**src/common/bucket_pkg.sv**
```systemverilog
// constants for the leaky-bucket activity monitor
// assumes a classic wishbone slave with word-indexed register offsets
package bucket_pkg;
  // printed offsets are not word aligned: kept as indices, byte addr = 4*idx
  localparam logic [7:0] capacity_idx = 8'h5a;
  localparam logic [7:0] drain_idx = 8'h5b;
  localparam logic [7:0] raise_idx = 8'h5c;
  localparam logic [7:0] clear_idx = 8'h5d;  // alarm clear level
  localparam logic [7:0] status_idx = 8'h5e;  // fill level and alarm
  localparam logic [7:0] cycle_idx = 8'h5f;  // monitoring cycle length
  localparam int addr_lsb = 2;
  localparam logic [7:0] capacity_rst = 8'h08;
  localparam logic [7:0] drain_rst = 8'h01;
  localparam logic [7:0] raise_rst = 8'h06;
  localparam logic [7:0] clear_rst = 8'h04;
  localparam logic [7:0] cycle_rst = 8'h7f;  // 128 clocks per cycle
  localparam int drain_lsb = 0;
  localparam int drain_w = 2;
  localparam int alarm_bit = 8;
endpackage

```
**src/hdl/activity_monitor.sv**
```systemverilog
// leaky-bucket activity monitor with classic wishbone register slave
// assumes fault_in is asynchronous to sys_clk and held for whole cycles
// and that a bus master holds each request until it samples ack
//
// Contract
// - each faulty monitoring cycle adds one
// - each clean period of 1/2/4/8 cycles subtracts one
// - two-bit drain code picks the period
// - fill never exceeds programmed capacity
// - alarm rises when fill reaches raise level
// - alarm clears when fill drains to clear level
//
// Design decision made here: the Wishbone interface to the registers.
`timescale 1ns/10ps
`default_nettype none
module activity_monitor (
  input wire logic sys_clk,
  input wire logic rst_n,
  input wire logic fault_in,
  input wire logic wb_cyc_i,
  input wire logic wb_stb_i,
  input wire logic wb_we_i,
  input wire logic [9:0] wb_adr_i,
  input wire logic [3:0] wb_sel_i,
  input wire logic [31:0] wb_dat_i,
  output logic [31:0] wb_dat_o,
  output logic wb_ack_o,
  output logic alarm
);
  logic fault_s1_reg;  // first synchroniser stage
  logic fault_s2_reg;  // synchronised fault level
  logic cycle_fault_reg;  // fault seen anywhere in this cycle
  logic [7:0] cyc_cnt_reg;  // clocks within the monitoring cycle
  logic cycle_tick;  // last clock of the monitoring cycle
  logic fault_seen;  // this cycle has been faulty so far
  logic drain_step;  // a clean period has just completed
  // configuration, one byte each
  logic [7:0] capacity_reg;  // bucket capacity
  logic [7:0] drain_reg;  // drain code in bits 1:0
  logic [7:0] raise_reg;  // fill at which the alarm rises
  logic [7:0] clear_reg;  // fill at which the alarm clears
  logic [7:0] cycle_len_reg;  // monitoring cycle length minus one
  // bucket state
  logic [7:0] fill_reg;  // accumulator
  logic [7:0] fill_next;
  logic alarm_reg;  // inactivity alarm
  logic alarm_next;
  // bus side
  logic ack_reg;  // one-cycle acknowledge
  logic [31:0] rdata_reg;  // read data, held until the next access
  logic [31:0] rdata_next;
  logic [7:0] idx;  // register index of the current address
  logic req;  // request not yet answered
  logic wr_ok;  // write with the low byte lane enabled
  logic hit_capacity;  // address decodes, shared by read and write
  logic hit_drain;
  logic hit_raise;
  logic hit_clear;
  logic hit_status;
  logic hit_cycle;
  logic wr_capacity;  // per-register write strobes
  logic wr_drain;
  logic wr_raise;
  logic wr_clear;
  logic wr_cycle;
  logic fill_up;  // faulty cycle with room left
  logic fill_down;  // drain step with something to drain

  // register index from a byte address
  function automatic logic [7:0] word_idx(input logic [9:0] adr);
    word_idx = adr[9:bucket_pkg::addr_lsb];
  endfunction

  // fault pin crosses two flops before anything reads it
  // the first stage may go metastable, so only the second one is read
  always_ff @(posedge sys_clk) begin
    if (!rst_n) begin
      fault_s1_reg <= 1'b0;
      fault_s2_reg <= 1'b0;
    end else begin
      fault_s1_reg <= fault_in;
      fault_s2_reg <= fault_s1_reg;
    end
  end

  // monitoring cycle: programmable length, fault latched over the cycle;
  // the compare is >= so that shortening the cycle below the running
  // count ends the cycle at once instead of wrapping through 256 clocks
  assign cycle_tick = (cyc_cnt_reg >= cycle_len_reg);
  assign fault_seen = cycle_fault_reg || fault_s2_reg;
  // a fault in the closing clock still counts, as fault_seen is what the tick samples
  always_ff @(posedge sys_clk) begin
    if (!rst_n) begin
      cyc_cnt_reg <= 8'h00;
      cycle_fault_reg <= 1'b0;
    end else begin
      cyc_cnt_reg <= cycle_tick ? 8'h00 : cyc_cnt_reg + 8'h01;
      cycle_fault_reg <= cycle_tick ? 1'b0 : fault_seen;
    end
  end

  // clean-period timer; a faulty cycle restarts its count
  drain_timer u_drain (
    .sys_clk(sys_clk),
    .rst_n(rst_n),
    .cycle_tick(cycle_tick),
    .fault_seen(fault_seen),
    .drain_code(drain_reg[bucket_pkg::drain_lsb +: bucket_pkg::drain_w]),
    .drain_step(drain_step)
  );

  // fill moves by one per faulty cycle, capped at capacity
  assign fill_up = cycle_tick && fault_seen && (fill_reg < capacity_reg);
  // drain stops at empty
  assign fill_down = drain_step && (fill_reg != 8'h00);
  // a capacity lowered under the fill pulls the fill down to it
  assign fill_next = (fill_reg > capacity_reg) ? capacity_reg :
                     fill_up ? fill_reg + 8'h01 :
                     fill_down ? fill_reg - 8'h01 : fill_reg;
  // hysteresis: raise on reaching upper, clear at or under lower
  // an empty bucket always reads as active, even with a raise level of
  // zero, so the empty test comes first
  // limitation: a raise level above capacity can never be reached
  assign alarm_next = (fill_next == 8'h00) ? 1'b0 :
                      (fill_next >= raise_reg) ? 1'b1 :
                      (fill_next <= clear_reg) ? 1'b0 : alarm_reg;

  // fill and alarm move on one edge, so a status read is always coherent
  always_ff @(posedge sys_clk) begin
    if (!rst_n) begin
      fill_reg <= 8'h00;
      alarm_reg <= 1'b0;
    end else begin
      fill_reg <= fill_next;
      alarm_reg <= alarm_next;  // empty bucket ends low
    end
  end
  assign alarm = alarm_reg;

  // wishbone decode; ack comes one cycle after the request, then drops
  assign req = wb_cyc_i && wb_stb_i && !ack_reg;
  assign idx = word_idx(wb_adr_i);
  assign wr_ok = req && wb_we_i && wb_sel_i[0];

  // one decode per register, shared by the read mux and the write strobes
  // so that a read and a write of one address can never disagree
  assign hit_capacity = (idx == bucket_pkg::capacity_idx);
  assign hit_drain = (idx == bucket_pkg::drain_idx);
  assign hit_raise = (idx == bucket_pkg::raise_idx);
  assign hit_clear = (idx == bucket_pkg::clear_idx);
  assign hit_status = (idx == bucket_pkg::status_idx);
  assign hit_cycle = (idx == bucket_pkg::cycle_idx);

  // write strobes; the status word has none, so writing it is ignored
  assign wr_capacity = wr_ok && hit_capacity;
  assign wr_drain = wr_ok && hit_drain;
  assign wr_raise = wr_ok && hit_raise;
  assign wr_clear = wr_ok && hit_clear;
  assign wr_cycle = wr_ok && hit_cycle;

  // read mux; unmapped indices read zero but are still acked
  assign rdata_next =
    hit_capacity ? {24'h0, capacity_reg} :
    hit_drain ? {24'h0, drain_reg} :
    hit_raise ? {24'h0, raise_reg} :
    hit_clear ? {24'h0, clear_reg} :
    hit_cycle ? {24'h0, cycle_len_reg} :
    hit_status ? {23'h0, alarm_reg, fill_reg} :
    32'h0;

  // bucket capacity; lowering it under the fill clamps the fill
  always_ff @(posedge sys_clk) begin
    if (!rst_n) begin
      capacity_reg <= bucket_pkg::capacity_rst;
    end else if (wr_capacity) begin
      capacity_reg <= wb_dat_i[7:0];
    end
  end

  // drain code; the unused upper bits are kept at zero
  always_ff @(posedge sys_clk) begin
    if (!rst_n) begin
      drain_reg <= bucket_pkg::drain_rst;
    end else if (wr_drain) begin
      drain_reg <= {6'h00, wb_dat_i[1:0]};
    end
  end

  // alarm raise level
  always_ff @(posedge sys_clk) begin
    if (!rst_n) begin
      raise_reg <= bucket_pkg::raise_rst;
    end else if (wr_raise) begin
      raise_reg <= wb_dat_i[7:0];
    end
  end

  // alarm clear level
  always_ff @(posedge sys_clk) begin
    if (!rst_n) begin
      clear_reg <= bucket_pkg::clear_rst;
    end else if (wr_clear) begin
      clear_reg <= wb_dat_i[7:0];
    end
  end

  // monitoring cycle length minus one; a shorter value ends a cycle in
  // progress at once, because the tick compare is >=
  always_ff @(posedge sys_clk) begin
    if (!rst_n) begin
      cycle_len_reg <= bucket_pkg::cycle_rst;
    end else if (wr_cycle) begin
      cycle_len_reg <= wb_dat_i[7:0];
    end
  end

  // ack and read data
  // read data is caught at the take edge and then held for the master
  always_ff @(posedge sys_clk) begin
    if (!rst_n) begin
      ack_reg <= 1'b0;
      rdata_reg <= 32'h0;
    end else begin
      ack_reg <= req;
      rdata_reg <= req ? rdata_next : rdata_reg;
    end
  end
  assign wb_ack_o = ack_reg;
  assign wb_dat_o = rdata_reg;
endmodule
`default_nettype wire

```
**src/hdl/drain_timer.sv**
```systemverilog
// counts clean monitoring cycles and pulses when a drain step is due
// assumes cycle_tick and fault_seen come from the same clock domain
`timescale 1ns/10ps
`default_nettype none
module drain_timer (
  input wire logic sys_clk,
  input wire logic rst_n,
  input wire logic cycle_tick,
  input wire logic fault_seen,
  input wire logic [1:0] drain_code,
  output logic drain_step
);
  logic [2:0] clean_reg;  // clean cycles in the current period
  logic [2:0] clean_next;
  logic [2:0] period_last;  // period length minus one

  // code n gives 2**n clean cycles per step
  assign period_last = 3'((4'd1 << drain_code) - 4'd1);
  // a fault restarts the clean run >= lets a shorter code take
  // effect at once rather than only after the count has wrapped
  assign drain_step = cycle_tick && !fault_seen && (clean_reg >= period_last);
  assign clean_next = !cycle_tick ? clean_reg :
                      (fault_seen || drain_step) ? 3'h0 :
                      clean_reg + 3'h1;

  // period counter
  always_ff @(posedge sys_clk) begin
    if (!rst_n) begin
      clean_reg <= 3'h0;
    end else begin
      clean_reg <= clean_next;
    end
  end
endmodule
`default_nettype wire

```
**config.mk**
```make
export PLATFORM = sky130hd
export DESIGN_NAME = activity_monitor
export DESIGN_NICKNAME = d
export VERILOG_FILES = /design/src/common/bucket_pkg.sv /design/src/hdl/activity_monitor.sv /design/src/hdl/drain_timer.sv
export SDC_FILE = /design/constraint.sdc
export NUM_CORES = 1
export LEC_CHECK = 0
export ABC_AREA = 1
export BUFFER_PORTS_ARGS = -buffer_cell sky130_fd_sc_hd__clkbuf_2
export CAP_MARGIN = 15
export CELL_PAD_IN_SITES_DETAIL_PLACEMENT = 1
export CELL_PAD_IN_SITES_GLOBAL_PLACEMENT = 1
export CORE_MARGIN = 3
export CORE_UTILIZATION = 36
export DETAILED_ROUTE_END_ITERATION = 8
export PLACE_DENSITY_LB_ADDON = 0.1
export SLEW_MARGIN = 20
export SYNTH_ARGS = -nofsm -noshare
export SYNTH_HDL_FRONTEND = slang
export SYNTH_SLANG_ARGS = --single-unit
```
**constraint.sdc**
```tcl
create_clock -name sys_clk -period 2.76 [get_ports sys_clk]
set_input_delay 0.138 -clock sys_clk [delete_from_list [all_inputs] [get_ports sys_clk]]
set_output_delay 0.138 -clock sys_clk [all_outputs]
set_load 0.01 [all_outputs]
```
=== Word level (Yosys, flattened, before mapping) ===
Cells that the tools add are included.

* Register bits: 90
* Input bits: 52
* Output and inout bits: 34
* Word-level logic and storage cells: 68

* Multiplexer cells: 12
* $add $sub $neg: 5
* Shift-type cells: 1
* Bitwise operators: 1
* Eq/ne operators: 6
* Order comparisons: 6
* Reductions and logical operators: 23

{| class="wikitable"
|+ Operators with widths
! cell !! count
|-
| $mux 9 || 6
|-
| $eq 8x7->1 const B || 6
|-
| $mux 8 || 3
|-
| $add 8x1->8 const B || 2
|-
| $ge 8x8->1 || 2
|-
| $logic_and 1x1->1 || 14
|-
| $gt 8x8->1 || 1
|-
| $le 8x8->1 || 1
|-
| $logic_not 8->1 || 1
|-
| $lt 8x8->1 || 1
|-
| $reduce_bool 8->1 || 1
|-
| $sub 8x1->8 const B || 1
|-
| $reduce_or 2->1 || 2
|-
| $add 3x1->3 const B || 1
|-
| $ge 3x3->1 || 1
|-
| $mux 3 || 1
|-
| $shl 1x2->3 const A || 1
|-
| $sub 3x1->3 const B || 1
|-
| $logic_not 1->1 || 2
|-
| $logic_or 1x1->1 || 2
|-
| $mux 1 || 2
|-
| $reduce_bool 2->1 || 1
|-
| $not 1->1 || 1
|}

=== Longest topological paths before layout ===
Gate-level depths: netlist of the first run.

* Word-level depth: 11
* Mapped depth: 25
* Mapped depth without buffers: 25

=== Cells and area by module ===
Synthesis of the first run repeated with hierarchy kept, for this count alone.

* Cells, all modules: 645
* Area total of the unflattened synthesis: 4501.8 um^2

{| class="wikitable"
|+ By module, submodules not included
! module !! cells each !! area an instance (um^2) !! times used !! seq. area each (um^2)
|-
| activity_monitor || 613 || 4252.8 || 1 || 1281.2
|-
| drain_timer || 32 || 249.0 || 1 || 60.1
|}

=== Least setup slack after synthesis of the first run ===
Ideal clock, no wire load.

* Kind: reg-to-reg
* Start: reg fill_reg[3]
* End: reg alarm_reg, in the netlist alarm
* Data arrival time: 2.470 ns
* Slack: 0.173 ns
* Path buffers: 0
* Clock period less this slack: 2.587 ns
* Data required time: 2.643 ns
* Library setup time: 0.117 ns
* Cell stages (with the launch flop): 23
* Cell sequence: dfxtp_1 -> ha_1 -> nand2_1 -> inv_1 -> nand2_1 -> nand2_1 -> nand2_1 -> nand2_2 -> nor2_4 -> nand2_2 -> inv_1 -> nand2_1 -> nand2_1 -> nand2_1 -> nand2_1 -> inv_1 -> ha_1 -> a21oi_1 -> o21ai_0 -> a211oi_1 -> o21ai_0 -> nand2_1 -> a21oi_1

* Longest elaborated chain between the ends: 7
* Elaborated cells between the ends (all ways): 16
* Classes of those cells: add/sub (2); order compare (4); mux (4); reduce/logical (6)

{| class="wikitable"
|+ Ends and longest elaborated chain
! item !! line !! text
|-
| start, declared || activity_monitor.sv:44 || <nowiki>logic [7:0] fill_reg;</nowiki>
|-
| start signal, assigned || activity_monitor.sv:134 || <nowiki>fill_reg <= fill_next;</nowiki>
|-
| parallel branches: the longest is 4 deep, another holds $sub 8x1->8 || -- ||
|-
| $mux 8 * || activity_monitor.sv:117 || <nowiki>assign fill_next = (fill_reg > capacity_reg) ? capacity_reg :</nowiki>
|-
| named net fill_next[7] || activity_monitor.sv:45 || <nowiki>logic [7:0] fill_next;</nowiki>
|-
| $ge 8x8->1 (tied with other cells) || activity_monitor.sv:125 || <nowiki>(fill_next >= raise_reg) ? 1'b1 :</nowiki>
|-
| $mux 1 (tied with other cells) || activity_monitor.sv:125 ||
|-
| end signal, assigned || activity_monitor.sv:135 || <nowiki>alarm_reg <= alarm_next;</nowiki>
|-
| end, declared || activity_monitor.sv:46 || <nowiki>logic alarm_reg;</nowiki>
|}

Mark *: on every way through the listed nets, which the timed path passes.
A chain may end at the register's enable or synchronous reset.

=== Worst setup path in the final report of the first run ===
* Start: reg cycle_len_reg[3]
* End: reg alarm_reg, in the netlist alarm

* Longest elaborated chain between the ends: 9
* Elaborated cells between the ends (all ways): 15
* Classes of those cells: order compare (3); mux (4); reduce/logical (8)

{| class="wikitable"
|+ Ends and longest elaborated chain
! item !! line !! text
|-
| start, declared || activity_monitor.sv:42 || <nowiki>logic [7:0] cycle_len_reg;</nowiki>
|-
| start signal, assigned || activity_monitor.sv:211 || <nowiki>cycle_len_reg <= bucket_pkg::cycle_rst;</nowiki>
|-
| start signal, assigned || activity_monitor.sv:213 || <nowiki>cycle_len_reg <= wb_dat_i[7:0];</nowiki>
|-
| $ge 8x8->1 * || activity_monitor.sv:89 || <nowiki>assign cycle_tick = (cyc_cnt_reg >= cycle_len_reg);</nowiki>
|-
| $logic_and 1x1->1 (2 in series) || drain_timer.sv:21 || <nowiki>assign drain_step = cycle_tick && !fault_seen && (clean_reg >= period_last);</nowiki>
|-
| $logic_and 1x1->1 || activity_monitor.sv:115 || <nowiki>assign fill_down = drain_step && (fill_reg != 8'h00);</nowiki>
|-
| $mux 8 || activity_monitor.sv:119 || <nowiki>fill_down ? fill_reg - 8'h01 : fill_reg;</nowiki>
|-
| $mux 8 * || activity_monitor.sv:118 || <nowiki>fill_up ? fill_reg + 8'h01 :</nowiki>
|-
| $mux 8 * || activity_monitor.sv:117 ||
|-
| named net fill_next[7] || activity_monitor.sv:45 ||
|-
| $ge 8x8->1 (tied with other cells) || activity_monitor.sv:125 ||
|-
| $mux 1 (tied with other cells) || activity_monitor.sv:125 ||
|}

The timed path passes the listed nets; every way through them passes the cells marked *.

==> out/metrics.csv, run 1 <==
stage;metric;value;unit
global_routing;grt.overflow.total;0;
min_path;hold_class;in -> reg;
cells_and_area;final_cell_area;6100;um^2
placed_design;dp_cells;873;
route;avgViaCountPerCell;5.01;
power;p_per_area;887;nW/um^2
sta;setup_slack;-0.0153;ns
setup_path;path_cells;inv_4, ha_4, nand2_2, nor2_1, nor2_1, nand2_1, nand2_2, nand2_8, nand3_4, nand2_1, nand2_1, nand2_1, nand2_1, nand2_1, nand2_2, inv_4, ha_4, a21oi_2, o21ai_1, a211oi_1, o21ai_1, nand2_1, a21oi_1;
yosys;synth-edff-count;0;
sta;fin_crit_sh;101;%
outcome;failed_checks;hold timing, setup timing;
setup_path;regToRegSetupSlack;-0.02;ns
clock_network;cts_buffer_depth;2;
clock_network;clk_pin_slew;0.06;ns
sta;rsz0062_at_grt;true;
min_path;min_to;fault_s1_reg$_SDFF_PN0_;
placed_design;dp_hpwl;11900;um
sta;slew_headroom;45.0;%
setup_path;worstPathRequired;2.99;ns
yosys;ys_types;43;
cells_and_area;layout.nets;825;
route;drt-pass1-iter-count;5;
setup_path;cp.arrival;3.00;ns
clock_network;postCtsHoldBufs;0;
setup_path;reg2regPathDepth;23;
yosys;async_flop_share;0;%
placed_design;gp_congestion;0.895;
clock_network;htree_levels;3;
route;drt_wl_total;15400;um
sta;fmax;0.360;GHz
yosys;syn_area_per_cell;7.12;um^2
die;dieHeight;117;um
setup_path;slowest_stage;dfxtp_2;
global_routing;grt_pass1_vias;4678;
power;leakage;2.78;nW
sta;worst_hold_slack;-0.00733;ns
clock_network;cts_root_buf;clkbuf_16;
setup_path;critical_path_peak_fanout;8;
clock_network;cts.sinks;67;
setup_path;r2r-start;cycle_len_reg[3]$_SDFFE_PN1P_;
die;start_util;37.8;%
clock_network;cts_buffers;9;
outcome;status;finished, violations left;
setup_path;critPathMaxStageDelay;0.34;ns
setup_path;end_kind;flip-flop;
yosys;ys_ff_latch;67;
power;ir_drop;0.000668;V
setup_path;start_kind;flip-flop;
die;num_rows;39;
global_routing;grt_pass1_wl;24200;um
sta;worst_pin_slew;0.822;ns
placed_design;port_buffers;33;
route;drc;0;
route;wl_per_cell;17.0;um
power;p_total;0.00541;W
die;num_io_pins;86;
clock_network;clkLatencyLatePin;0.33;ns
min_path;hold_path_depth;3;
setup_path;critPathMostFrequentCell;nand2_1;
setup_path;path_class;reg -> reg;
yosys;synth_seq_area_share;30.2;%
sta;period_needed;2.78;ns
cells_and_area;final_layout_size_suffix_gt1_share;33.7;%
cells_and_area;num_antenna_cells;0;
sta;report.final.setup_viol;1;
placed_design;placed_area;5150;um^2
global_routing;grt_max_degree;42;
yosys;synthesis.area;4440;um^2
flow_run;drv_cap;0;
global_routing;antenna_found_initial;0;
setup_path;path_buf_inv;2;
setup_path;crit_family;simple AND/OR/NAND/NOR gates;
yosys;syn_inst;624;
sta;finalHoldViolations;1;
global_routing;grt.total_usage;23.1;%
setup_path;timing.rr.end;alarm$_SDFFE_PP0P_;
die;coreArea;11800;um^2
min_path;min-delay-start;fault_in;
die;die-area;13700;um^2
cells_and_area;area_growth;37.2;%
cells_and_area;largest_reg_flops;9;
sta;skew;0.00599;ns
route;dr.first_iter.drc_count;237;
cells_and_area;final_cell_count_no_fill;902;
sta;slew_viol_final;0;
yosys;synth_flop_cell;dfxtp_1;
die;die_w;117;um
clock_network;cts_tree;built;
yosys;yosys_warnings;0;
route;ant_nets;0;
route;vias;4523;
==> report_power, final <==
part           leakage (nW)  internal (W)  switching (W)  total, W
sequential            0.548       0.00103      0.0000579   0.00109
combinational          2.05       0.00131        0.00163   0.00294
clock                 0.176      0.000937       0.000448   0.00138
total                  2.78       0.00327        0.00213   0.00541
==> cell usage after synthesis (3+ instances only) <==
library cell	count	share of area (%)
ha_1	40	11
o2111ai_1	4	0.79
nor2_1	55	4.6
clkbuf_1	7	0.59
nor3b_1	3	0.51
inv_2	5	0.42
nand2_2	6	0.84
nor3_1	6	0.68
nor2_4	4	1.0
xor2_1	6	1.2
nand2_1	121	10
o22ai_1	7	0.99
dfxtp_1	67	30
nor2_2	6	0.84
nand3_1	30	3.4
nand3_2	7	1.6
o211ai_1	14	2.4
a31oi_1	6	0.84
buf_2	4	0.45
nand4_1	11	1.5
buf_4	23	3.9
inv_1	93	7.9
a21oi_1	31	3.5
o21ai_0	35	3.9
a211oi_1	8	1.4
==> cells in the final DEF (no fill, tap or decap), types with 22 or more instances in the layout <==
master,n
a21oi_1,22
buf_4,74
nor2_1,53
o21ai_0,31
clkbuf_2,33
conb_1,23
nand3_1,28
nand2_1,105
inv_1,79
ha_4,22
dfxtp_1,52
==> layer usage <==
layer | share of wire [%] | vias to the layer above | global-route usage (%)
met1 | 46 | 2181 | 30.3
met2 | 48 | 92 | 39.6
li1 | - | 2229 | -
met4 | 2.1 | 0 | 6.42
met3 | 3.6 | 21 | 3.19
met5 | 0 | - | 0
==> cell families (layout without fill, tap and decap cells) <==
family | Yosys count | in the layout | share of synthesized area [%]
buffers and inverters | 136 | 228 | 14.2
XOR/XNOR | 8 | 8 | 1.58
AO/OA/AOI/OAI | 111 | 111 | 14.9
adder cells (fa/ha/maj) | 40 | 40 | 11.3
other | 1 | 23 | 0.0844
AND/OR/NAND/NOR | 261 | 261 | 27.8
flip-flops | 67 | 67 | 30.2
==> worst max-delay path by stage <==
stage | slack (ns) | endpoint | startpoint | depth (start not counted)
after floorplan | 0.17 | alarm$_SDFFE_PP0P_ | fill_reg[3]$_SDFF_PN0_ | 22
after CTS | 0.0002 | alarm$_SDFFE_PP0P_ | capacity_reg[2]$_SDFFE_PN0P_ | 22
after detailed placement | -0.20 | alarm$_SDFFE_PP0P_ | cycle_len_reg[3]$_SDFFE_PN1P_ | 20
after global routing | -0.21 | alarm$_SDFFE_PP0P_ | cycle_len_reg[3]$_SDFFE_PN1P_ | 23
after global placement | -0.1 | alarm$_SDFFE_PP0P_ | cycle_len_reg[3]$_SDFFE_PN1P_ | 22
final | -0.02 | alarm$_SDFFE_PP0P_ | cycle_len_reg[3]$_SDFFE_PN1P_ | 23
==> area by class of cell <==
type	count	area, um^2
fill	1447	5660
multi-input combinational	443	2990
sequential	67	1360
timing repair buffer	113	797
inverter	99	384
clock buffer	11	253
tap	164	205
clock inverter	5	108
==> through the flow <==
step	hold WS [ns]	util (%)	worst slack, ns	setup TNS, ns
floorplan	0.236	-	0.173	0
global placement	0.328	43.8	-0.0957	-0.0957
detailed placement	0.345	43.8	-0.198	-0.198
CTS	0.00321	49.5	0.000247	0
global route	-0.00535	51.8	-0.207	-0.207
finish	-0.00733	51.8	-0.0153	-0.0153
==> worst reg2reg max path, stage by stage (launching register included) <==
cell      delay (ns)
dfxtp_2         0.34
inv_4           0.05
ha_4            0.27
nand2_2         0.05
nor2_1          0.11
nor2_1          0.06
nand2_1         0.07
nand2_2         0.08
nand2_8         0.14
nand3_4         0.12
nand2_1         0.07
nand2_1         0.07
nand2_1         0.08
nand2_1         0.06
nand2_1         0.08
nand2_2         0.08
inv_4           0.08
ha_4            0.22
a21oi_2         0.15
o21ai_1         0.09
a211oi_1        0.21
o21ai_1         0.09
nand2_1         0.06
a21oi_1         0.04
==> repair_timing <==
item | in CTS | in global routing
setup endpoints to repair | 1 | 1
pin swaps | 30 | 30
resized for setup | 62 | 45
setup buffers | 6 | 7
Power figures use the tool's default switching activity.
==> run 2: changes to the inputs <==
--- a/config.mk
+++ b/config.mk
@@ -5,15 +5,14 @@
 export SDC_FILE = /design/constraint.sdc
 export NUM_CORES = 1
 export LEC_CHECK = 0
-export ABC_AREA = 1
 export BUFFER_PORTS_ARGS = -buffer_cell sky130_fd_sc_hd__clkbuf_2
 export CAP_MARGIN = 15
 export CELL_PAD_IN_SITES_DETAIL_PLACEMENT = 1
 export CELL_PAD_IN_SITES_GLOBAL_PLACEMENT = 1
 export CORE_MARGIN = 3
-export CORE_UTILIZATION = 36
+export CORE_UTILIZATION = 38
 export DETAILED_ROUTE_END_ITERATION = 8
-export PLACE_DENSITY_LB_ADDON = 0.1
+export PLACE_DENSITY = 0.78
 export SLEW_MARGIN = 20
 export SYNTH_ARGS = -nofsm -noshare
 export SYNTH_HDL_FRONTEND = slang
==> out/metrics.csv, run 2 <==
stage;metric;value;unit
power;p_int;0.00339;W
power;leakage;2.61;nW
cells_and_area;mostFrequentLayoutCells;buf_4 (81), nor2_1 (60), dfxtp_1 (56);
sta;fmax;0.271;GHz
cells_and_area;fillCellCount;1267;
global_routing;grt_pass1_wl;23800;um
power;ir_drop;0.000511;V
sta;finalHoldViolations;0;
placed_design;placed_area;5010;um^2
yosys;ys_ff_latch;67;
yosys;yosys.area.top_type;dfxtp_1;
yosys;yosysTopAreaCellShare;31.9;%
clock_network;htree_levels;3;
clock_network;clk_pin_slew;0.08;ns
sta;report.final.setup_viol;1;
sta;slew_headroom;44.7;%
setup_path;critical_path_peak_fanout;4;
setup_path;path_class;reg -> reg;
die;coreArea;10600;um^2
die;num_rows;37;
cells_and_area;final_cell_area;5510;um^2
sta;worst_hold_slack;0.0682;ns
clock_network;clkLatencyLatePin;0.36;ns
route;drc;0;
power;clockPowerShare;16.9;%
die;die_w;111;um
yosys;netlist_top_cells_count;dfxtp_1 (67), nor2_1 (62), inv_1 (42);
outcome;status;finished, violations left;
placed_design;gp_congestion;0.901;
route;drt_wl_total;14800;um
placed_design;dp_hpwl;10300;um
route;dr.first_iter.drc_count;183;
outcome;failed_checks;setup timing;
yosys;syn_inst;472;
yosys;yosys_warnings;0;
placed_design;port_buffers;33;
sta;worst_pin_slew;0.828;ns
global_routing;grt_max_degree;23;
sta;slew_viol_final;0;
global_routing;antenna_found_initial;0;
cells_and_area;largest_reg_flops;9;
route;vias;3911;
route;ant_nets;0;
placed_design;dp_cells;698;
die;num_io_pins;86;
cells_and_area;final_layout_size_suffix_gt1_share;34.3;%
yosys;yosysMostFrequentCell;dfxtp_1;
flow_run;drv_cap;0;
global_routing;grt.overflow.total;0;
power;switching_share;41.0;%
sta;skew;0.0138;ns
cells_and_area;layout.nets;676;
route;drt-pass1-iter-count;4;
yosys;ys_types;64;
yosys;synthesis.area;4210;um^2
cells_and_area;final_common_cell;buf_4;
global_routing;grt.total_usage;24.6;%
yosys;synth_seq_area_share;31.9;%
die;dieHeight;111;um
route;wl_per_cell;20.4;um
die;start_util;39.9;%
sta;period_needed;3.70;ns
setup_path;end_kind;flip-flop;
cells_and_area;num_antenna_cells;0;
sta;fin_crit_sh;134;%
sta;setup_slack;-0.936;ns
cells_and_area;final_cell_count_no_fill;725;
placed_design;dp_slack;-0.875;ns
clock_network;cts_tree;built;
clock_network;cts_buffer_depth;2;
setup_path;worstPathRequired;3.00;ns
yosys;synth-edff-count;0;
yosys;synth_flop_cell;dfxtp_1;
clock_network;cts.sinks;67;
power;netSwitchingPower;0.00236;W
power;p_comb_share;63.9;%
yosys;async_flop_share;0;%
yosys;synthTopCellsByArea;dfxtp_1 (32%), ha_1 (12%), mux2i_1 (8.6%);
sta;rsz0062_at_grt;true;
global_routing;grt_pass1_vias;4387;
min_path;hold_class;in -> reg;
clock_network;cts_root_buf;clkbuf_8;
cells_and_area;area_growth;30.9;%
yosys;syn_area_per_cell;8.92;um^2
power;p_per_area;1040;nW/um^2
setup_path;cp.arrival;3.94;ns
setup_path;start_kind;flip-flop;
die;die-area;12400;um^2
route;avgViaCountPerCell;5.39;
clock_network;cts_buffers;9;
power;seqPwrFrac;19.2;%
[run 2: changes by cell type after synthesis, sizes merged, moves of 8 or more]
cell / before / now
nand2: 128 / 26
inv: 98 / 42
mux2i: 0 / 36
nand3: 38 / 9
o21ai: 35 / 14
nor2b: 0 / 11
o211ai: 14 / 3
a21oi: 32 / 22
and3: 0 / 9
mux4: 0 / 8
[run 2: worst max-delay path: stages, from the launching register on]
cell and delay [ns]:
dfxtp_2 0.35, inv_1 0.06, ha_1 0.29, nand4_1 0.22, a21oi_4 0.26, nor3_4 0.07, buf_6 0.15, a22oi_2 0.18
nor2_2 0.09, xnor2_2 0.16, a21oi_2 0.20, ha_1 0.27, o21a_1 0.13, o21a_1 0.20, o21ai_1 0.13, nand2b_1 0.08
a221o_1 0.30, a31oi_1 0.20, o22ai_1 0.11, o41a_1 0.15
[run 2: metal layers]
layer,vias up,track usage (%),share of wire [%],routed length [um]
li1,1810,-,-,-
met1,1946,27.5,39,5700
met2,107,43.4,52,7700
met3,48,4.64,4.5,657
met4,0,14.0,4.7,699
met5,-,0,0,0
[run 2: kinds of logic (layout without fill, tap and decap cells)]
family	count (synthesis)	count (layout)	share of synthesized area (%)
adder cells (fa/ha/maj)	40	40	11.9
other	1	23	0.0891
flip-flops	67	67	31.9
XOR/XNOR	12	12	2.50
AND/OR/NAND/NOR	161	161	19.9
buffers and inverters	80	175	9.60
multiplexers	45	45	13.3
AO/OA/AOI/OAI	66	66	10.9
[run 2: path summary, 6_finish.rpt]
| check | slack, ns | end | startpoint | cells past startpoint |
|---|---|---|---|---|
| max | -0.94 | alarm$_SDFFE_PP0P_ | capacity_reg[5]$_SDFFE_PN0P_ | 19 |
| min | 0.07 | wb_ack_o$_SDFF_PN0_ | wb_cyc_i | 3 |
| max reg2reg | -0.94 | alarm$_SDFFE_PP0P_ | capacity_reg[5]$_SDFFE_PN0P_ | 19 |
| min reg2reg | 0.44 | fault_s2_reg$_SDFF_PN0_ | fault_s1_reg$_SDFF_PN0_ | 1 |
[run 2: cell type report]
class	instances	area, um^2	share of cell area [%]
clock inverter	4	71.3	1.29
multi-input combinational	347	2790	50.7
tap	136	170	3.09
clock buffer	12	155	2.82
inverter	42	158	2.86
timing repair buffer	117	806	14.6
sequential	67	1360	24.6
[run 2: timing repair]
item / in CTS / in global routing
setup endpoints to repair: 1 / 3
setup buffers: 16 / 3
hold endpoints to repair: 1 / 0
hold buffers: 1 / 0
resized for setup: 39 / 8
pin swaps: 22 / 9
[run 2: power by group through the flow]
stage / clock, W / combinational, W / sequential [W]
2_1_floorplan: 0 / 0.00174 / 0.00114
3_3_place_gp: 0 / 0.00275 / 0.00112
3_5_place_dp: 0 / 0.00291 / 0.00112
4_1_cts: 0.000985 / 0.00367 / 0.00110
5_1_grt: 0.00104 / 0.00392 / 0.00111
6_report: 0.000973 / 0.00367 / 0.00111
[run 2: per-stage QoR]
stage                     TNS (ns)  power, W  utilization (%)
after global placement      -0.709   0.00386             47.5
final                       -0.936   0.00575             52.2
after detailed placement    -0.875   0.00403             47.5
after CTS                    -1.23   0.00576             52.6
after global routing         -1.12   0.00606             52.2
after floorplan             -0.582   0.00289                -
